==> src/nvm_programming_port.sv <==
package nvm_port_pkg;
	localparam int CLK_PERIOD_NS = 5;
	localparam int GUARD_NS = 100;
	localparam int GUARD_CYC = (GUARD_NS + CLK_PERIOD_NS - 1) / CLK_PERIOD_NS;
	localparam int GUARD_W = 5;
	localparam int PROG_TIME_NS = 700000;
	localparam int PROG_CYC = PROG_TIME_NS / CLK_PERIOD_NS;
	localparam int ERASE_TIME_NS = 8000000;
	localparam int ERASE_CYC = ERASE_TIME_NS / CLK_PERIOD_NS;
	localparam int TIMER_W = 21;
	localparam int FLASH_HI_W = 3;
	localparam int ADDR_W = 11;
	// Strobe action codes.
	localparam logic [1:0] ACT_ADDR = 2'h0;
	localparam logic [1:0] ACT_DATA = 2'h1;
	localparam logic [1:0] ACT_CMD = 2'h2;
	// Command bit positions.
	localparam int CMD_ERASE_POS = 7;
	localparam int CMD_FUSE_POS = 6;
	localparam int CMD_LOCK_POS = 5;
	localparam int CMD_WRITE_POS = 4;
	localparam int CMD_SIG_POS = 3;
	localparam int CMD_BITS_RD_POS = 2;
	localparam int CMD_READ_POS = 1;
	localparam int CMD_TARGET_POS = 0;
	// Whole command bytes.
	localparam logic [7:0] CMD_CHIP_ERASE = 8'h80;
	localparam logic [7:0] CMD_FUSE_WRITE = 8'h40;
	localparam logic [7:0] CMD_LOCK_WRITE = 8'h20;
	localparam logic [7:0] CMD_FLASH_WRITE = 8'h10;
	localparam logic [7:0] CMD_EEPROM_WRITE = 8'h11;
	localparam logic [7:0] CMD_SIG_READ = 8'h08;
	localparam logic [7:0] CMD_BITS_READ = 8'h04;
	localparam logic [7:0] CMD_FLASH_READ = 8'h02;
	localparam logic [7:0] CMD_EEPROM_READ = 8'h03;
	// Data bit positions of fuse and lock bits.
	localparam int FUSE_SERIAL_POS = 5;
	localparam int FUSE_FAST_POS = 0;
	localparam int LOCK_ONE_WR_POS = 1;
	localparam int LOCK_TWO_WR_POS = 0;
	localparam int LOCK_ONE_RD_POS = 7;
	localparam int LOCK_TWO_RD_POS = 6;
	// Reset values: zero means programmed.
	localparam logic FUSE_SERIAL_RST = 1'b0;
	localparam logic FUSE_FAST_RST = 1'b1;
	localparam logic LOCK_RST = 1'b1;
	// Signature bytes; the values are arbitrary.
	localparam logic [7:0] SIG_BYTE_0 = 8'h3C;
	localparam logic [7:0] SIG_BYTE_1 = 8'h4D;
	localparam logic [7:0] SIG_BYTE_2 = 8'h5E;
	localparam logic [7:0] SIG_ADDR_0 = 8'h00;
	localparam logic [7:0] SIG_ADDR_1 = 8'h01;
	localparam logic [7:0] SIG_ADDR_2 = 8'h02;
	localparam logic [7:0] UNUSED_BYTE = 8'h00;

	typedef enum logic [1:0] {OP_FLASH, OP_EEPROM, OP_ERASE, OP_CONFIG} op_type;
	typedef enum logic [1:0] {ST_IDLE, ST_ISSUE, ST_TIME} seq_type;

	typedef struct packed {
		op_type op;
		logic [ADDR_W-1:0] addr;
		logic high_byte;
		logic [7:0] data;
	} nvm_req_type;

	typedef struct packed {
		logic hv_reset;
		logic crystal_input_strobe;
		logic xtal_action_1;
		logic xtal_action_0;
		logic byte_select;
		logic output_enable_n;
		logic write_pulse_n;
		logic [7:0] data;
	} prog_pins_type;

	typedef struct packed {
		logic hv_prev;
		logic [GUARD_W-1:0] guard_cnt;
		logic guard_sel;
		logic entry_fail;
		logic prog_mode;
		logic strobe_prev;
		logic wr_prev;
		logic [7:0] cmd;
		logic [7:0] addr_lo;
		logic [FLASH_HI_W-1:0] addr_hi;
		logic [7:0] data;
		logic lock_one;
		logic lock_two;
		logic fuse_serial;
		logic fuse_fast;
		logic lock_erase_pend;
		seq_type seq;
		logic [TIMER_W-1:0] timer;
		nvm_req_type req;
		logic nvm_valid;
		logic ready_busy_n;
		logic erase_done;
		logic [7:0] data_out;
		logic data_oe;
	} port_state_type;
endpackage

module nvm_programming_port #(
	parameter int PROG_CYCLES = nvm_port_pkg::PROG_CYC,
	parameter int ERASE_CYCLES = nvm_port_pkg::ERASE_CYC
) (
	// Clock and reset.
	input wire logic clk,
	input wire logic nrst,
	// Programmer pins, data bus input half included.
	input nvm_port_pkg::prog_pins_type pins,
	// Programmer pins driven by the device.
	output logic ready_busy_n,
	output logic [7:0] parallel_data_bus_out,
	output logic parallel_data_bus_oe,
	output logic prog_mode,
	// Array write/erase request port.
	output logic nvm_valid,
	output nvm_port_pkg::nvm_req_type nvm_req,
	input wire logic nvm_ready,
	// Array read port.
	output logic [nvm_port_pkg::ADDR_W-1:0] flash_addr,
	output logic [7:0] eeprom_addr,
	input wire logic [15:0] flash_rdata,
	input wire logic [7:0] eeprom_rdata,
	// Fuse and lock state.
	output logic serial_download_fuse,
	output logic fast_startup_fuse,
	output logic lock_bit_one,
	output logic lock_bit_two
);
	import nvm_port_pkg::*;

	port_state_type st_reg;
	port_state_type st_next;
	logic strobe_rise;
	logic wr_fall;
	logic hv_rise;
	logic [1:0] action;
	logic push;
	nvm_req_type push_req;
	logic fifo_in_ready;
	logic fifo_out_valid;
	nvm_req_type fifo_out;
	logic fifo_out_ready;
	logic read_cmd;
	logic [7:0] read_byte;

	// Pins are synchronous to clk, so edges are found against last cycle.
	assign strobe_rise = pins.crystal_input_strobe && !st_reg.strobe_prev;
	assign wr_fall = !pins.write_pulse_n && st_reg.wr_prev;
	assign hv_rise = pins.hv_reset && !st_reg.hv_prev;
	assign action = {pins.xtal_action_1, pins.xtal_action_0};
	assign fifo_out_ready = st_reg.seq == ST_IDLE;
	assign read_cmd = st_reg.cmd[CMD_READ_POS] || st_reg.cmd[CMD_BITS_RD_POS] ||
		st_reg.cmd[CMD_SIG_POS];

	// The buffer decouples pin timing from the arrays; when full, no request is pushed.
	stream_fifo #(
		.WIDTH($bits(nvm_req_type)),
		.DEPTH(16)
	) req_fifo (
		.clk(clk),
		.nrst(nrst),
		.in_valid(push),
		.in_data(push_req),
		.in_ready(fifo_in_ready),
		.out_ready(fifo_out_ready),
		.out_valid(fifo_out_valid),
		.out_data(fifo_out)
	);

	// Read data selection follows the loaded command.
	always_comb begin
		read_byte = UNUSED_BYTE;
		if (st_reg.cmd[CMD_READ_POS]) begin
			if (st_reg.cmd[CMD_TARGET_POS]) begin
				read_byte = eeprom_rdata;
			end else if (pins.byte_select) begin
				read_byte = flash_rdata[15:8];
			end else begin
				read_byte = flash_rdata[7:0];
			end
		end else if (st_reg.cmd[CMD_BITS_RD_POS]) begin
			read_byte[LOCK_ONE_RD_POS] = st_reg.lock_one;
			read_byte[LOCK_TWO_RD_POS] = st_reg.lock_two;
			read_byte[FUSE_SERIAL_POS] = st_reg.fuse_serial;
			read_byte[FUSE_FAST_POS] = st_reg.fuse_fast;
		end else if (st_reg.cmd[CMD_SIG_POS]) begin
			case (st_reg.addr_lo)
				SIG_ADDR_0: read_byte = SIG_BYTE_0;
				SIG_ADDR_1: read_byte = SIG_BYTE_1;
				SIG_ADDR_2: read_byte = SIG_BYTE_2;
				default: read_byte = UNUSED_BYTE;
			endcase
		end
	end

	// Next-state logic: entry guard, pin decode, sequencer, read drive.
	always_comb begin
		st_next = st_reg;
		push = 1'b0;
		push_req = '0;
		st_next.erase_done = 1'b0;
		st_next.hv_prev = pins.hv_reset;
		st_next.strobe_prev = pins.crystal_input_strobe;
		st_next.wr_prev = pins.write_pulse_n;
		// Entry waits out the guard; any byte select change during the guard blocks it
		// until the high voltage is removed and applied again.
		if (!pins.hv_reset) begin
			st_next.prog_mode = 1'b0;
			st_next.guard_cnt = '0;
			st_next.entry_fail = 1'b0;
		end else if (hv_rise) begin
			st_next.guard_cnt = GUARD_W'(GUARD_CYC);
			st_next.guard_sel = pins.byte_select;
			st_next.entry_fail = 1'b0;
		end else if (st_reg.guard_cnt != '0) begin
			st_next.guard_cnt = st_reg.guard_cnt - 1'b1;
			if (pins.byte_select != st_reg.guard_sel) begin
				st_next.entry_fail = 1'b1;
			end
			if (st_reg.guard_cnt == GUARD_W'(1) && !st_reg.entry_fail &&
				pins.byte_select == st_reg.guard_sel) begin
				st_next.prog_mode = 1'b1;
			end
		end
		// Array sequencer; clearing busy comes first so a new push wins.
		case (st_reg.seq)
			ST_IDLE: begin
				if (fifo_out_valid) begin
					st_next.req = fifo_out;
					st_next.nvm_valid = fifo_out.op != OP_CONFIG;
					st_next.seq = (fifo_out.op == OP_CONFIG) ? ST_TIME : ST_ISSUE;
					st_next.timer = (fifo_out.op == OP_ERASE) ?
						TIMER_W'(ERASE_CYCLES) : TIMER_W'(PROG_CYCLES);
				end
			end
			ST_ISSUE: begin
				if (nvm_ready) begin
					st_next.nvm_valid = 1'b0;
					st_next.seq = ST_TIME;
				end
			end
			ST_TIME: begin
				if (st_reg.timer == '0) begin
					st_next.seq = ST_IDLE;
					if (st_reg.req.op == OP_ERASE) begin
						st_next.erase_done = 1'b1;
						if (st_reg.lock_erase_pend) begin
							st_next.lock_one = 1'b1;
							st_next.lock_two = 1'b1;
							st_next.lock_erase_pend = 1'b0;
						end
					end else if (!fifo_out_valid) begin
						st_next.ready_busy_n = 1'b1;
					end
				end else begin
					st_next.timer = st_reg.timer - 1'b1;
				end
			end
			default: begin
				st_next.seq = ST_IDLE;
			end
		endcase
		// Strobe loads; command, address and data stay until reloaded.
		if (st_reg.prog_mode && strobe_rise) begin
			case (action)
				ACT_ADDR: begin
					if (pins.byte_select) begin
						st_next.addr_hi = pins.data[FLASH_HI_W-1:0];
					end else begin
						st_next.addr_lo = pins.data;
					end
				end
				ACT_DATA: begin
					st_next.data = pins.data;
				end
				ACT_CMD: begin
					st_next.cmd = pins.data;
					if (pins.data[CMD_ERASE_POS]) begin
						push_req.op = OP_ERASE;
						push = fifo_in_ready;
					end
				end
				default: begin
				end
			endcase
		end
		// Write pulse actions by command bit.
		if (st_reg.prog_mode && wr_fall) begin
			if (st_reg.cmd[CMD_ERASE_POS]) begin
				st_next.lock_erase_pend = 1'b1;
			end else if (st_reg.cmd[CMD_WRITE_POS] && st_reg.lock_one) begin
				// A programmed first lock bit blocks further array writes.
				push_req.op = st_reg.cmd[CMD_TARGET_POS] ? OP_EEPROM : OP_FLASH;
				push_req.addr = st_reg.cmd[CMD_TARGET_POS] ? ADDR_W'(st_reg.addr_lo) :
					{st_reg.addr_hi, st_reg.addr_lo};
				push_req.high_byte = pins.byte_select;
				push_req.data = st_reg.data;
				push = fifo_in_ready;
			end else if (st_reg.cmd[CMD_FUSE_POS]) begin
				st_next.fuse_serial = st_reg.data[FUSE_SERIAL_POS];
				st_next.fuse_fast = st_reg.data[FUSE_FAST_POS];
				push_req.op = OP_CONFIG;
				push = fifo_in_ready;
			end else if (st_reg.cmd[CMD_LOCK_POS]) begin
				// Lock bits only move toward programmed; erase restores them.
				st_next.lock_one = st_reg.lock_one & st_reg.data[LOCK_ONE_WR_POS];
				st_next.lock_two = st_reg.lock_two & st_reg.data[LOCK_TWO_WR_POS];
				push_req.op = OP_CONFIG;
				push = fifo_in_ready;
			end
		end
		if (push && push_req.op != OP_ERASE) begin
			st_next.ready_busy_n = 1'b0;
		end
		// Bus drive, one cycle behind the pins.
		st_next.data_oe = st_reg.prog_mode && !pins.output_enable_n && read_cmd;
		st_next.data_out = read_byte;
	end

	// Single register stage for all state.
	always_ff @(posedge clk) begin
		if (!nrst) begin
			st_reg <= '0;
			st_reg.seq <= ST_IDLE;
			st_reg.req <= '0;
			st_reg.hv_prev <= 1'b0;
			st_reg.strobe_prev <= 1'b0;
			st_reg.wr_prev <= 1'b1;
			st_reg.ready_busy_n <= 1'b1;
			st_reg.lock_one <= LOCK_RST;
			st_reg.lock_two <= LOCK_RST;
			st_reg.fuse_serial <= FUSE_SERIAL_RST;
			st_reg.fuse_fast <= FUSE_FAST_RST;
		end else begin
			st_reg <= st_next;
		end
	end

	// Outputs straight from state flops.
	assign ready_busy_n = st_reg.ready_busy_n;
	assign parallel_data_bus_out = st_reg.data_out;
	assign parallel_data_bus_oe = st_reg.data_oe;
	assign prog_mode = st_reg.prog_mode;
	assign nvm_valid = st_reg.nvm_valid;
	assign nvm_req = st_reg.req;
	assign flash_addr = {st_reg.addr_hi, st_reg.addr_lo};
	assign eeprom_addr = st_reg.addr_lo;
	assign serial_download_fuse = st_reg.fuse_serial;
	assign fast_startup_fuse = st_reg.fuse_fast;
	assign lock_bit_one = st_reg.lock_one;
	assign lock_bit_two = st_reg.lock_two;
endmodule

==> src/stream_fifo.sv <==
// First-in first-out buffer held in flip-flops. The pointers carry one extra
// wrap bit, so full and empty are told apart without a separate counter.
module stream_fifo #(
	parameter int WIDTH = 8,
	parameter int DEPTH = 16
) (
	// Clock and reset.
	input wire logic clk,
	input wire logic nrst,
	// Filling side.
	input wire logic in_valid,
	input wire logic [WIDTH-1:0] in_data,
	output logic in_ready,
	// Draining side.
	input wire logic out_ready,
	output logic out_valid,
	output logic [WIDTH-1:0] out_data
);
	localparam int AW = $clog2(DEPTH);

	typedef struct packed {
		logic [DEPTH-1:0][WIDTH-1:0] mem;
		logic [AW:0] wr_ptr;
		logic [AW:0] rd_ptr;
	} fifo_state_type;

	fifo_state_type fifo_reg;
	fifo_state_type fifo_next;
	logic full;
	logic empty;

	// Equal indices with differing wrap bits means every entry is taken.
	assign full = (fifo_reg.wr_ptr[AW] != fifo_reg.rd_ptr[AW]) &&
		(fifo_reg.wr_ptr[AW-1:0] == fifo_reg.rd_ptr[AW-1:0]);
	assign empty = fifo_reg.wr_ptr == fifo_reg.rd_ptr;
	assign in_ready = !full;
	assign out_valid = !empty;
	assign out_data = fifo_reg.mem[fifo_reg.rd_ptr[AW-1:0]];

	// A write and a read may complete in the same cycle.
	always_comb begin
		fifo_next = fifo_reg;
		if (in_valid && !full) begin
			fifo_next.mem[fifo_reg.wr_ptr[AW-1:0]] = in_data;
			fifo_next.wr_ptr = fifo_reg.wr_ptr + 1'b1;
		end
		if (out_ready && !empty) begin
			fifo_next.rd_ptr = fifo_reg.rd_ptr + 1'b1;
		end
	end

	// Storage is cleared too, so a stray read never shows unknown data.
	always_ff @(posedge clk) begin
		if (!nrst) begin
			fifo_reg <= '0;
		end else begin
			fifo_reg <= fifo_next;
		end
	end
endmodule

==> config.mk <==
export PLATFORM = sky130hd
export DESIGN_NAME = nvm_programming_port
export DESIGN_NICKNAME = d
export VERILOG_FILES = /design/src/nvm_programming_port.sv /design/src/stream_fifo.sv
export SDC_FILE = /design/constraint.sdc
export NUM_CORES = 1
export LEC_CHECK = 0
export BUFFER_PORTS_ARGS = -buffer_cell sky130_fd_sc_hd__buf_2
export CAP_MARGIN = 20
export CORE_MARGIN = 2
export CORE_UTILIZATION = 53
export CTS_CLUSTER_SIZE = 40
export DETAILED_ROUTE_END_ITERATION = 10
export PLACE_DENSITY = 0.7
export REMOVE_ABC_BUFFERS = 1
export SLEW_MARGIN = 25
export SYNTH_ARGS = -nofsm -noshare
export SYNTH_HDL_FRONTEND = slang
export SYNTH_HIERARCHICAL = 1
export SYNTH_SLANG_ARGS = --single-unit
==> constraint.sdc <==
create_clock -name clk -period 5.19 [get_ports clk]
set_clock_uncertainty 0.05 [all_clocks]
set_input_delay 0.2595 -clock clk [delete_from_list [all_inputs] [get_ports clk]]
set_output_delay 0.2595 -clock clk [all_outputs]
set_load 0.02 [all_outputs]
### Word-level counts from Yosys, hierarchy flattened

Index checks and enable logic that the tools add are counted.
W data, S select, Z words.

* add/sub/neg operators: 4
* multiply operators: 0
* div/mod/pow operators: 0
* $lt $le $gt $ge: 3
* eq/ne operators: 22
* shift-type cells: 0
* multiplexer cells: 63
* bitwise gates (word level): 9
* reductions and logical operators: 50

Operator list (count)
* $bwmux W352: 1
* $bmux W22 S4: 1
* $demux W22 S4: 1
* $mux W22: 4
* $mux W46: 1
* $mux W21: 2
* $pmux W21 S2: 1
* $mux W2: 17
* $mux W8: 4
* $logic_not A21 Y1: 1
* $pmux W7 S3: 1
* $sub A21 B1 Y21 const B: 1
* $mux W20: 1
* $mux W1: 18
* $reduce_and A3 Y1: 6
* $logic_and A1 B1 Y1: 15
* $mux W5: 3
* $mux W4: 3
* $ne A2 B2 Y1 const B: 6
* $reduce_and A2 Y1: 6
* $reduce_bool A2 Y1: 6
* $mux W11: 1
* $add A5 B1 Y5 const B: 2
* $eq A2 B2 Y1 const B: 5
* 24 further kinds: 44

* bits in registers: 461
* latch bits: 0
* RAM bits: 0
* ROM bits: 0
* input bits: 42
* output and inout port bits: 57
* logic and storage cells: 196
* memories: 0

### Longest topological paths before layout

Gate-level depths: netlist of run 1.

* depth in word-level cells: 14
* mapped depth: 12
* mapped depth without buffers: 8

### Hierarchy

Netlist of run 1, hierarchy kept.

Modules (own cells, without submodules)
* stream_fifo: instances 1, cells each 1495, area each 16189.3 sq um, seq. area each 7247.0 sq um
* nvm_programming_port: instances 1, cells each 612, area each 5136.2 sq um, seq. area each 1981.9 sq um

### Worst setup path after synthesis of run 1

Ideal clock, no wire load.

* path kind: reg-to-reg
* start: register st_reg (netlist bit prog_mode)
* end: register req_fifo/fifo_reg[77] (netlist bit)
* library setup time: 72 ps
* arrival time: 2708 ps
* required time: 5068 ps
* path slack: 2360 ps
* cell stages (with the launch flop): 10
* buffers on the path: 2
* period minus slack after synthesis: 2830 ps
* path through: dfxtp_1 nand3b_1 nor2_1 nand3_1 a21boi_0 clkbuf_1 nand2_1 a2111oi_4 buf_2 mux2i_1

* cells in the longest elaborated chain, start to end: 8
* elaborated cells between the ends (all ways): 11
* those cells by class: mux (8); reduce/logical (3)

Ends and longest elaborated chain
* start: declaration: line nvm_programming_port.sv:136 `port_state_type st_reg;`
* start signal: assignment: line nvm_programming_port.sv:340 `st_reg <= st_next;`
* $logic_and A1 B1 Y1: line nvm_programming_port.sv:269 `if (st_reg.prog_mode && strobe_rise) begin`
* $mux W1: line nvm_programming_port.sv:269
* $mux W1: line nvm_programming_port.sv:309 `end else if (st_reg.cmd[CMD_LOCK_POS]) begin`
* $mux W1: line nvm_programming_port.sv:304 `end else if (st_reg.cmd[CMD_FUSE_POS]) begin`
* $mux W1: line nvm_programming_port.sv:296 `end else if (st_reg.cmd[CMD_WRITE_POS] && st_reg.lock_one) begin`
* $mux W1: line nvm_programming_port.sv:294 `if (st_reg.cmd[CMD_ERASE_POS]) begin`
* $mux W1 (*): line nvm_programming_port.sv:293 `if (st_reg.prog_mode && wr_fall) begin`
* via push: line nvm_programming_port.sv:142 `logic push;`
* $logic_and A1 B1 Y1 (*): line stream_fifo.sv:43 `if (in_valid && !full) begin`
* end signal: assignment: line stream_fifo.sv:57 `fifo_reg <= fifo_next;`
* end: declaration: line stream_fifo.sv:27 `fifo_state_type fifo_reg;`

Mark *: on every way through the listed nets, which the timed path passes. The rest lies on a longest branch.
A chain may end at the register's enable or synchronous reset.

### Worst setup path after layout of run 1

* start: register req_fifo/fifo_reg[1] (netlist bit)
* end: register req_fifo/fifo_reg[340] (netlist bit)

* cells in the longest elaborated chain, start to end: 12

Ends and longest elaborated chain
* $eq A4 B4 Y1 (*): line stream_fifo.sv:34 `(fifo_reg.wr_ptr[AW-1:0] == fifo_reg.rd_ptr[AW-1:0]);`
* $logic_and A1 B1 Y1 (*): line stream_fifo.sv:33 `assign full = (fifo_reg.wr_ptr[AW] != fifo_reg.rd_ptr[AW]) &&`
* $logic_not A1 Y1 (*): line stream_fifo.sv:36 `assign in_ready = !full;`
* via fifo_in_ready: line nvm_programming_port.sv:144 `logic fifo_in_ready;`
* $mux W1: line nvm_programming_port.sv:283 `if (pins.data[CMD_ERASE_POS]) begin`
* $mux W1: line nvm_programming_port.sv:270 `case (action)`
* $mux W1: line nvm_programming_port.sv:269
* $mux W1: line nvm_programming_port.sv:309
* $mux W1: line nvm_programming_port.sv:304
* $mux W1: line nvm_programming_port.sv:296
* $mux W1: line nvm_programming_port.sv:294
* $mux W1 (*): line nvm_programming_port.sv:293
* via push: line nvm_programming_port.sv:142
* $logic_and A1 B1 Y1 (*): line stream_fifo.sv:43

Marks and branches as above.

==> results of run 1 <==
-- through the flow --
stage               util [%]  instances  total power [mW]  area [um2]  worst slack [ns]
floorplan                  -       1890              3.69       20100             -1.76
global placement        54.8       2547              3.80       21800              1.80
detailed placement      54.8       2547              3.80       21800              1.75
CTS                     59.3       2647              7.44       23600              1.73
global route            59.5       2649              7.59       23600              1.53
finish                  59.5       2649              7.38       23600              1.77
-- final timing paths --
kind                                from                        to  slack (ns)  cells past startpoint
hold / removal           eeprom_rdata[7]  parallel_data_bus_out[7]        0.02                      5
setup / recovery    req_fifo/fifo_reg[1]    req_fifo/fifo_reg[340]        1.77                     10
setup reg to reg    req_fifo/fifo_reg[1]    req_fifo/fifo_reg[340]        1.77                     10
hold reg to reg   req_fifo/fifo_reg[254]    req_fifo/fifo_reg[254]        0.40                      2
-- layout make-up --
class / count / area [um2]
Multi-Input combinational cell: 1416 / 11000
Fill cell: 3268 / 16100
Clock buffer: 67 / 1360
Clock inverter: 19 / 304
Sequential cell: 461 / 9240
Inverter: 13 / 48.8
Timing Repair Buffer: 148 / 1060
Tap cell: 525 / 657
-- cell families (layout without fill, tap and decap cells) --
| logic type | after synthesis | in the layout | share of synthesized area, % |
|---|---|---|---|
| compound gates | 193 | 193 | 6.12 |
| xor+xnor | 12 | 12 | 0.493 |
| fa+ha+maj | 10 | 10 | 0.587 |
| buf+inv | 230 | 247 | 6.01 |
| flops | 461 | 461 | 43.3 |
| mux | 504 | 504 | 28.8 |
| simple gates | 697 | 697 | 14.7 |
-- report_power, final --
group	leakage (nW)	internal, mW	switching (mW)
logic	3.43	0.0613	0.124
clock network	0.818	2.22	1.43
registers	3.72	3.54	0.00655
total	7.97	5.82	1.56
-- routing by layer --
| layer | routed length (um) | GRT usage (%) | up-vias |
|---|---|---|---|
| met5 | 13 | 0 | - |
| met4 | 1540 | 8.90 | 2 |
| li1 | - | - | 7220 |
| met2 | 24600 | 40.6 | 391 |
| met1 | 23600 | 34.3 | 7379 |
| met3 | 3040 | 4.18 | 92 |
-- tightest hold or removal path, delay by kind of cell --
| kind | cells | cell delay, ns |
|---|---|---|
| and+or+nand+nor | 2 | 0.14 |
| AOI/OAI and AO/OA | 2 | 0.12 |
| buffers and inverters | 1 | 0.07 |
-- cell usage in the layout, fill, tap and decap left out, types with 6 or more instances in the layout --
cell | netlist | layout
buf_12 | 0 | 9
nor3_1 | 13 | 12
dfxtp_1 | 461 | 457
o21ai_0 | 23 | 23
mux4_2 | 88 | 88
a21oi_4 | 0 | 15
nor2_1 | 32 | 32
inv_1 | 13 | 13
a21oi_1 | 54 | 54
a211oi_1 | 30 | 30
clkbuf_16 | 0 | 47
buf_4 | 53 | 25
clkbuf_1 | 111 | 9
a21boi_0 | 37 | 36
buf_2 | 26 | 97
clkinv_2 | 0 | 8
and2_1 | 20 | 20
clkbuf_8 | 0 | 11
nand4_1 | 10 | 10
nand2_1 | 485 | 485
nor2b_1 | 53 | 53
dlygate4sd3_1 | 0 | 14
nand3b_1 | 6 | 6
o21a_1 | 7 | 7
ha_1 | 10 | 10
mux2i_1 | 416 | 416
xor2_1 | 8 | 7
bufinv_16 | 0 | 8
nand3_1 | 29 | 29
nand2b_1 | 12 | 12
==> flow_metrics.env, run 1 <==
export IMPL_cp_top_family="buffers and inverters"
export IMPL_fin_crit_ns=3.42
export IMPL_peakVddDrop_uv=289
export IMPL_drtIter0Drc=1012
export IMPL_cts_hold_fix_buffers=14
export IMPL_clock_fmax_mhz=293
export IMPL_synth_area_leader_cell="dfxtp_1"
export IMPL_grt_pass1_vias=14811
export IMPL_crit_type="register to register"
export IMPL_via_count=15084
export IMPL_rsz0062_at_grt="no"
export IMPL_synth_top_area_share_pct=43.3
export IMPL_port_buffer_count=98
export IMPL_worst_setup_path_start_kind="register"
export IMPL_path_cells="xor2_1 -> nor4_4 -> buf_4 -> nand2_1 -> a21boi_1 -> buf_4 -> nand4_1 -> a21oi_4 -> buf_4 -> mux2i_1"
export IMPL_min_path_type="input pin to register"
export IMPL_synth_area_um2=21300
export IMPL_setup_violations=0
export IMPL_cts_tree="yes"
export IMPL_viasPerCell=5.69
export IMPL_cts_resized=0
export IMPL_post_cts_buffers=0
export IMPL_avgSynthCellArea_um2=10.1
export IMPL_syn_inst=2107
export IMPL_drv_slew=0
export IMPL_avgRoutedWirePerCell_um=20.0
export IMPL_drtAntennaViolNets=0
export IMPL_cts_sinks=461
export IMPL_p_leak_nw=7.97
export IMPL_area_growth_pct=10.8
export IMPL_hpwlAfterDp_mm=33.3
export IMPL_cts_buffers=47
export IMPL_initial_core_util_pct=53.7
export IMPL_fin_crit_sh_pct=65.8
export IMPL_critPathRequiredTime_ns=5.62
export IMPL_yosys_register_bits=461
export IMPL_ys_seq_area_share_pct=43.3
export IMPL_final_nets=2139
export IMPL_path_max_fanout=43
export IMPL_async_flop_share_pct=0
export IMPL_worst_path_buf_inv=3
export IMPL_diodes=0
export IMPL_synth_area_leaders="dfxtp_1 (43%), mux2i_1 (20%), mux4_2 (9.3%)"
export IMPL_largest_reg_flops=362
export IMPL_grtUsageTotal_pct=25.2
export IMPL_clk_pin_slew_worst_paths_ns=0.07
export IMPL_fp_dieArea_um2=41900
export IMPL_holdWs_ns=0.0171
export IMPL_drv_cap=0
export IMPL_synth_edf_count=0
export IMPL_grt_antenna_before_repair=3
export IMPL_hold_violations=0
export IMPL_die_w_um=205
export IMPL_crit_path_top_delay_cell="dfxtp_4"
export IMPL_htree_num_levels=2
export IMPL_rows=73
export IMPL_drc_errors=0
export IMPL_clk_latency_ns=0.57
export IMPL_cts_max_path_buffers=3
export IMPL_synth_common_cells="nand2_1 (485), dfxtp_1 (461), mux2i_1 (416)"
export IMPL_synth_most_common_cell="nand2_1"
export IMPL_relSlewSlack_pct=26.9
export IMPL_power_density_nw_per_um2=312
export IMPL_grt_remaining_overflow=0
export IMPL_drt_total_wl_mm=52.9
export IMPL_crit_top_cell="buf_4"
export IMPL_grt_max_degree=115
export IMPL_grt_pass1_wl_mm=82.6
export IMPL_fp_coreArea_um2=39700
export IMPL_yosysWarnings=6
export IMPL_die_height_um=205
export IMPL_pin_count=99
export IMPL_fin_tns_setup_ns=0
export IMPL_dr_pass1_iters=5
export IMPL_yosys_most_used_dff="dfxtp_1"
export IMPL_drive_gt1_share_pct=15.7
export IMPL_synth_distinct_cells=64
export IMPL_worstPathArrival_ns=3.85
export IMPL_cts_root_buf="clkbuf_16"
export IMPL_gp_congestion=0.823
export IMPL_worst_slew_pin_slew_ns=1.10
export IMPL_status="finished, final reports clean"
export IMPL_crit_path_end_kind="register"
export IMPL_slowest_delay_ns=0.72
Note: power is estimated with default switching activity, not from simulation.
==> run 2: changes to the inputs <==
- PLACE_DENSITY: 0.7 -> 0.73
- clock period: 5.19 -> 3 ns (I/O delays scaled with it)
==> flow_metrics.env, run 2 (synthesis results as in run 1) <==
export IMPL_die_w_um=205
export IMPL_clk_pin_slew_worst_paths_ns=0.07
export IMPL_via_count=15538
export IMPL_htree_num_levels=2
export IMPL_cts_buffers=48
export IMPL_clk_latency_ns=0.57
export IMPL_cts_max_path_buffers=3
export IMPL_cts_tree="yes"
export IMPL_viasPerCell=5.77
export IMPL_crit_path_start="req_fifo/fifo_reg[0]"
export IMPL_fillers=3191
export IMPL_dp_slack_ns=0.315
export IMPL_dr_pass1_iters=5
export IMPL_grt_pass1_wl_mm=85.0
export IMPL_fin_crit_ns=2.68
export IMPL_cts_sinks=461
export IMPL_gp_congestion=0.836
export IMPL_fp_coreArea_um2=39700
export IMPL_final_common_cell="nand2_1"
export IMPL_path_max_fanout=11
export IMPL_p_leak_nw=8.11
export IMPL_rows=73
export IMPL_relSlewSlack_pct=30.0
export IMPL_finalInstanceArea_um2=23800
export IMPL_hpwlAfterDp_mm=34.3
export IMPL_utilization_pct=60.0
export IMPL_initial_core_util_pct=53.7
export IMPL_fp_dieArea_um2=41900
export IMPL_grtUsageTotal_pct=25.7
export IMPL_drtIter0Drc=957
export IMPL_final_nets=2183
export IMPL_grt_max_degree=97
export IMPL_crit_path_end_kind="register"
export IMPL_grt_antenna_before_repair=1
export IMPL_avgRoutedWirePerCell_um=20.0
export IMPL_hold_violations=0
export IMPL_peakVddDrop_uv=384
export IMPL_drtAntennaViolNets=0
export IMPL_grt_pass1_vias=15526
export IMPL_worstPathArrival_ns=3.10
export IMPL_worst_setup_path_start_kind="register"
export IMPL_drv_slew=0
export IMPL_rsz0062_at_grt="no"
export IMPL_holdWs_ns=0.0136
export IMPL_regArea_um2=9240
export IMPL_layout_common_cells="nand2_1 (485), dfxtp_1 (457), mux2i_1 (416), buf_2 (97), mux4_2 (88)"
export IMPL_die_height_um=205
export IMPL_crit_type="register to register"
export IMPL_power_density_nw_per_um2=520
export IMPL_critPathRequiredTime_ns=3.41
export IMPL_worstHoldStart="flash_rdata[1]"
export IMPL_layout_setup_ws_ns=0.317
export IMPL_pin_count=99
export IMPL_drc_errors=0
export IMPL_clock_fmax_mhz=373
export IMPL_port_buffer_count=98
export IMPL_place_area_um2=22000
export IMPL_worst_slew_pin_slew_ns=1.04
export IMPL_cts_root_buf="clkbuf_16"
export IMPL_drt_total_wl_mm=53.8
export IMPL_diodes=0
export IMPL_grt_remaining_overflow=0
export IMPL_min_path_type="input pin to register"
export IMPL_drive_gt1_share_pct=16.9
export IMPL_drv_cap=0
export IMPL_setup_violations=0
export IMPL_multi_input_area_um2=11000
export IMPL_status="finished, final reports clean"
export IMPL_area_growth_pct=11.7
export IMPL_timing_rr_start="req_fifo/fifo_reg[0]"
export IMPL_fin_crit_sh_pct=89.4
export IMPL_largest_reg_flops=362
export IMPL_power_mw=12.4
[run 2: path summary, 6_finish.rpt]
| kind | endpoint | slack, ns | cells past startpoint |
|---|---|---|---|
| worst max-delay path | st_reg[45] | 0.32 | 8 |
| worst min-delay path | parallel_data_bus_out[1] | 0.01 | 5 |
| worst max register to register | st_reg[45] | 0.32 | 8 |
| worst min register to register | req_fifo/fifo_reg[308] | 0.40 | 2 |
[run 2: what timing repair did]
action,4_1_cts,5_1_grt
hold endpoints to repair,44,0
hold buffers,26,0
setup buffers,0,0
resized for setup,0,0
[run 2: layout make-up]
cell class | instances | area share, %
well taps | 525 | 2.76
multi-input cells | 1416 | 46.0
clock inverters | 17 | 0.641
flip-flops and latches | 461 | 38.8
inverters | 13 | 0.205
clock buffers | 69 | 5.92
repair buffers | 191 | 5.67
[run 2: layer usage]
layer / vias up / wire length (um) / track usage [%]
li1: 7325 / - / -
met1: 7734 / 23900 / 34.4
met2: 390 / 25900 / 43.0
met3: 89 / 2680 / 3.47
met4: 0 / 1370 / 8.15
met5: - / 0 / 0
[run 2: report_power, final]
| group | leakage [nW] | internal (mW) | switching [mW] | total [mW] |
|---|---|---|---|---|
| clock | 0.783 | 3.44 | 2.46 | 5.90 |
| sequential | 3.72 | 6.13 | 0.00895 | 6.13 |
| combinational | 3.61 | 0.120 | 0.221 | 0.342 |
| total | 8.11 | 9.69 | 2.69 | 12.4 |
[run 2: critical path: stages (launching register included)]
cell and delay (ns):
dfxtp_4 0.48, buf_4 0.26, mux4_2 0.52, a211oi_1 0.24, a21oi_1 0.13, o21ai_0 0.29, buf_4 0.18, nand2_1 0.12
a311oi_1 0.30
[run 2: through the flow]
| stage | setup TNS, ns | instances |
|---|---|---|
| floorplan | -1428.24 | 1890 |
| global placement | 0 | 2580 |
| detailed placement | 0 | 2580 |
| CTS | 0 | 2692 |
| global route | 0 | 2692 |
| finish | 0 | 2692 |
==> run 3: changes to the inputs <==
- CORE_UTILIZATION: 53 -> 55
- PLACE_DENSITY: 0.73 -> 0.75
==> flow_metrics.env, run 3 (synthesis results as in run 1) <==
export IMPL_status="finished, final reports clean"
export IMPL_cts_resized=0
export IMPL_rows=72
export IMPL_min_to="parallel_data_bus_out[1]"
export IMPL_grt_remaining_overflow=0
export IMPL_drc_errors=0
export IMPL_dr_pass1_iters=5
export IMPL_clock_fmax_mhz=376
export IMPL_final_nets=2178
export IMPL_worst_setup_path_start_kind="register"
export IMPL_min_path_cells=5
export IMPL_p_sw_share_pct=21.8
export IMPL_crit_type="register to register"
export IMPL_area_growth_pct=11.4
export IMPL_path_max_fanout=14
export IMPL_dp_slack_ns=0.394
export IMPL_gp_congestion=0.857
export IMPL_viasPerCell=5.80
export IMPL_hold_violations=0
export IMPL_grt_pass1_wl_mm=83.7
export IMPL_p_sw_mw=2.64
export IMPL_power_share_sequential_pct=50.6
export IMPL_port_buffer_count=98
export IMPL_p_int_mw=9.48
export IMPL_drtIter0Drc=980
export IMPL_clk_latency_ns=0.58
export IMPL_clk_pin_slew_worst_paths_ns=0.06
export IMPL_post_cts_buffers=0
export IMPL_p_clk_share_pct=46.5
export IMPL_drtAntennaViolNets=0
export IMPL_cts_sinks=461
export IMPL_final_common_cell="nand2_1"
export IMPL_p_leak_nw=8.05
export IMPL_die_w_um=201
export IMPL_grt_antenna_before_repair=0
export IMPL_fp_coreArea_um2=38500
export IMPL_hpwlAfterDp_mm=33.1
export IMPL_min_path_type="input pin to register"
export IMPL_diodes=0
export IMPL_reg2reg_depth=8
export IMPL_worstPathArrival_ns=3.08
export IMPL_combPwrFrac_pct=2.9
export IMPL_cts_hold_fix_buffers=28
export IMPL_fin_crit_sh_pct=88.7
export IMPL_drive_gt1_share_pct=16.1
export IMPL_power_mw=12.1
export IMPL_fin_crit_ns=2.66
export IMPL_layout_common_cells="nand2_1 (485), dfxtp_1 (457), mux2i_1 (416), buf_2 (97), mux4_2 (88)"
export IMPL_drt_total_wl_mm=51.6
export IMPL_crit_path_end_kind="register"
export IMPL_power_density_nw_per_um2=510
export IMPL_utilization_pct=61.8
export IMPL_holdWs_ns=0.0146
export IMPL_fp_dieArea_um2=40400
export IMPL_critPathRequiredTime_ns=3.42
export IMPL_grt_max_degree=128
export IMPL_largest_reg_flops=362
export IMPL_cts_tree="yes"
export IMPL_r2r_end="st_reg[39]"
export IMPL_avgRoutedWirePerCell_um=19.3
export IMPL_htree_num_levels=2
export IMPL_fin_tns_setup_ns=0
export IMPL_drv_slew=0
export IMPL_worst_slew_pin_slew_ns=0.984
export IMPL_cts_root_buf="clkbuf_16"
export IMPL_worstHoldStart="flash_rdata[1]"
export IMPL_relSlewSlack_pct=34.4
export IMPL_via_count=15503
export IMPL_timing_rr_start="req_fifo/fifo_reg[2]"
export IMPL_rsz0062_at_grt="no"
export IMPL_setup_violations=0
export IMPL_grtUsageTotal_pct=25.5
export IMPL_die_height_um=201
export IMPL_peakVddDrop_uv=455
export IMPL_cts_buffers=47
export IMPL_pin_count=99
export IMPL_drv_cap=0
export IMPL_reg2reg_slack_ns=0.34
export IMPL_cts_max_path_buffers=3
export IMPL_initial_core_util_pct=55.4
export IMPL_grt_pass1_vias=15795
export IMPL_layout_setup_ws_ns=0.339
-- run 3: changes by cell type in the layout (fill, tap and decap cells not counted), moves of 2 or more --
| cell | previous run | this run |
|---|---|---|
| buf_12 | 7 | 12 |
| clkinv_2 | 13 | 4 |
| bufinv_16 | 2 | 0 |
| dlygate4sd3_1 | 26 | 28 |
| clkbuf_1 | 9 | 13 |
| buf_4 | 60 | 49 |
-- run 3: power by group through the flow --
stage                     Clock [mW]  Combinational (mW)  Sequential (mW)
after floorplan                    0               0.103             6.29
after global placement             0               0.316             6.27
after detailed placement           0               0.321             6.27
after CTS                       5.72               0.348             6.13
after global routing            5.97               0.378             6.13
final                           5.64               0.349             6.13
-- run 3: worst max-delay path by stage --
stage | from | to | cells after the start
final | req_fifo/fifo_reg[2] | st_reg[39] | 8
after global routing | req_fifo/fifo_reg[6] | st_reg[48] | 8
after CTS | req_fifo/fifo_reg[2] | st_reg[39] | 8
after detailed placement | req_fifo/fifo_reg[5] | st_reg[50] | 8
after global placement | req_fifo/fifo_reg[2] | st_reg[50] | 8
after floorplan | req_fifo/fifo_reg[0] | req_fifo/fifo_reg[76] | 7
-- run 3: worst max-delay path, cell delays in order, from the launching register on --
cell and delay (ns):
dfxtp_4 0.46, xor2_1 0.25, nor4_4 0.09, nand2_1 0.13, nor3b_4 0.23, nor3_1 0.10, a21oi_1 0.79, o21ai_0 0.21
a211oi_1 0.24
-- run 3: layer usage --
metal  vias to the layer above  track usage [%]  share of wire, %
met1                      7669             32.7                43
li1                       7311                -                 -
met2                       408             44.0                49
met4                         0             9.87               3.5
met5                         -                0                 0
met3                       115             3.25               5.0
-- run 3: per-stage QoR --
stage | instances | cell area [um2]
finish | 2674 | 23800
global route | 2674 | 23800
CTS | 2674 | 23800
detailed placement | 2567 | 22000
global placement | 2567 | 22000
floorplan | 1890 | 20100
-- run 3: cell type report --
cell class              count  area, um2
multi-input cells        1416      11000
clock inverters             6       66.3
clock buffers              73       1420
repair buffers            187       1390
flip-flops and latches    461       9240
well taps                 518        648
inverters                  13       48.8
fillers                  3055      14700
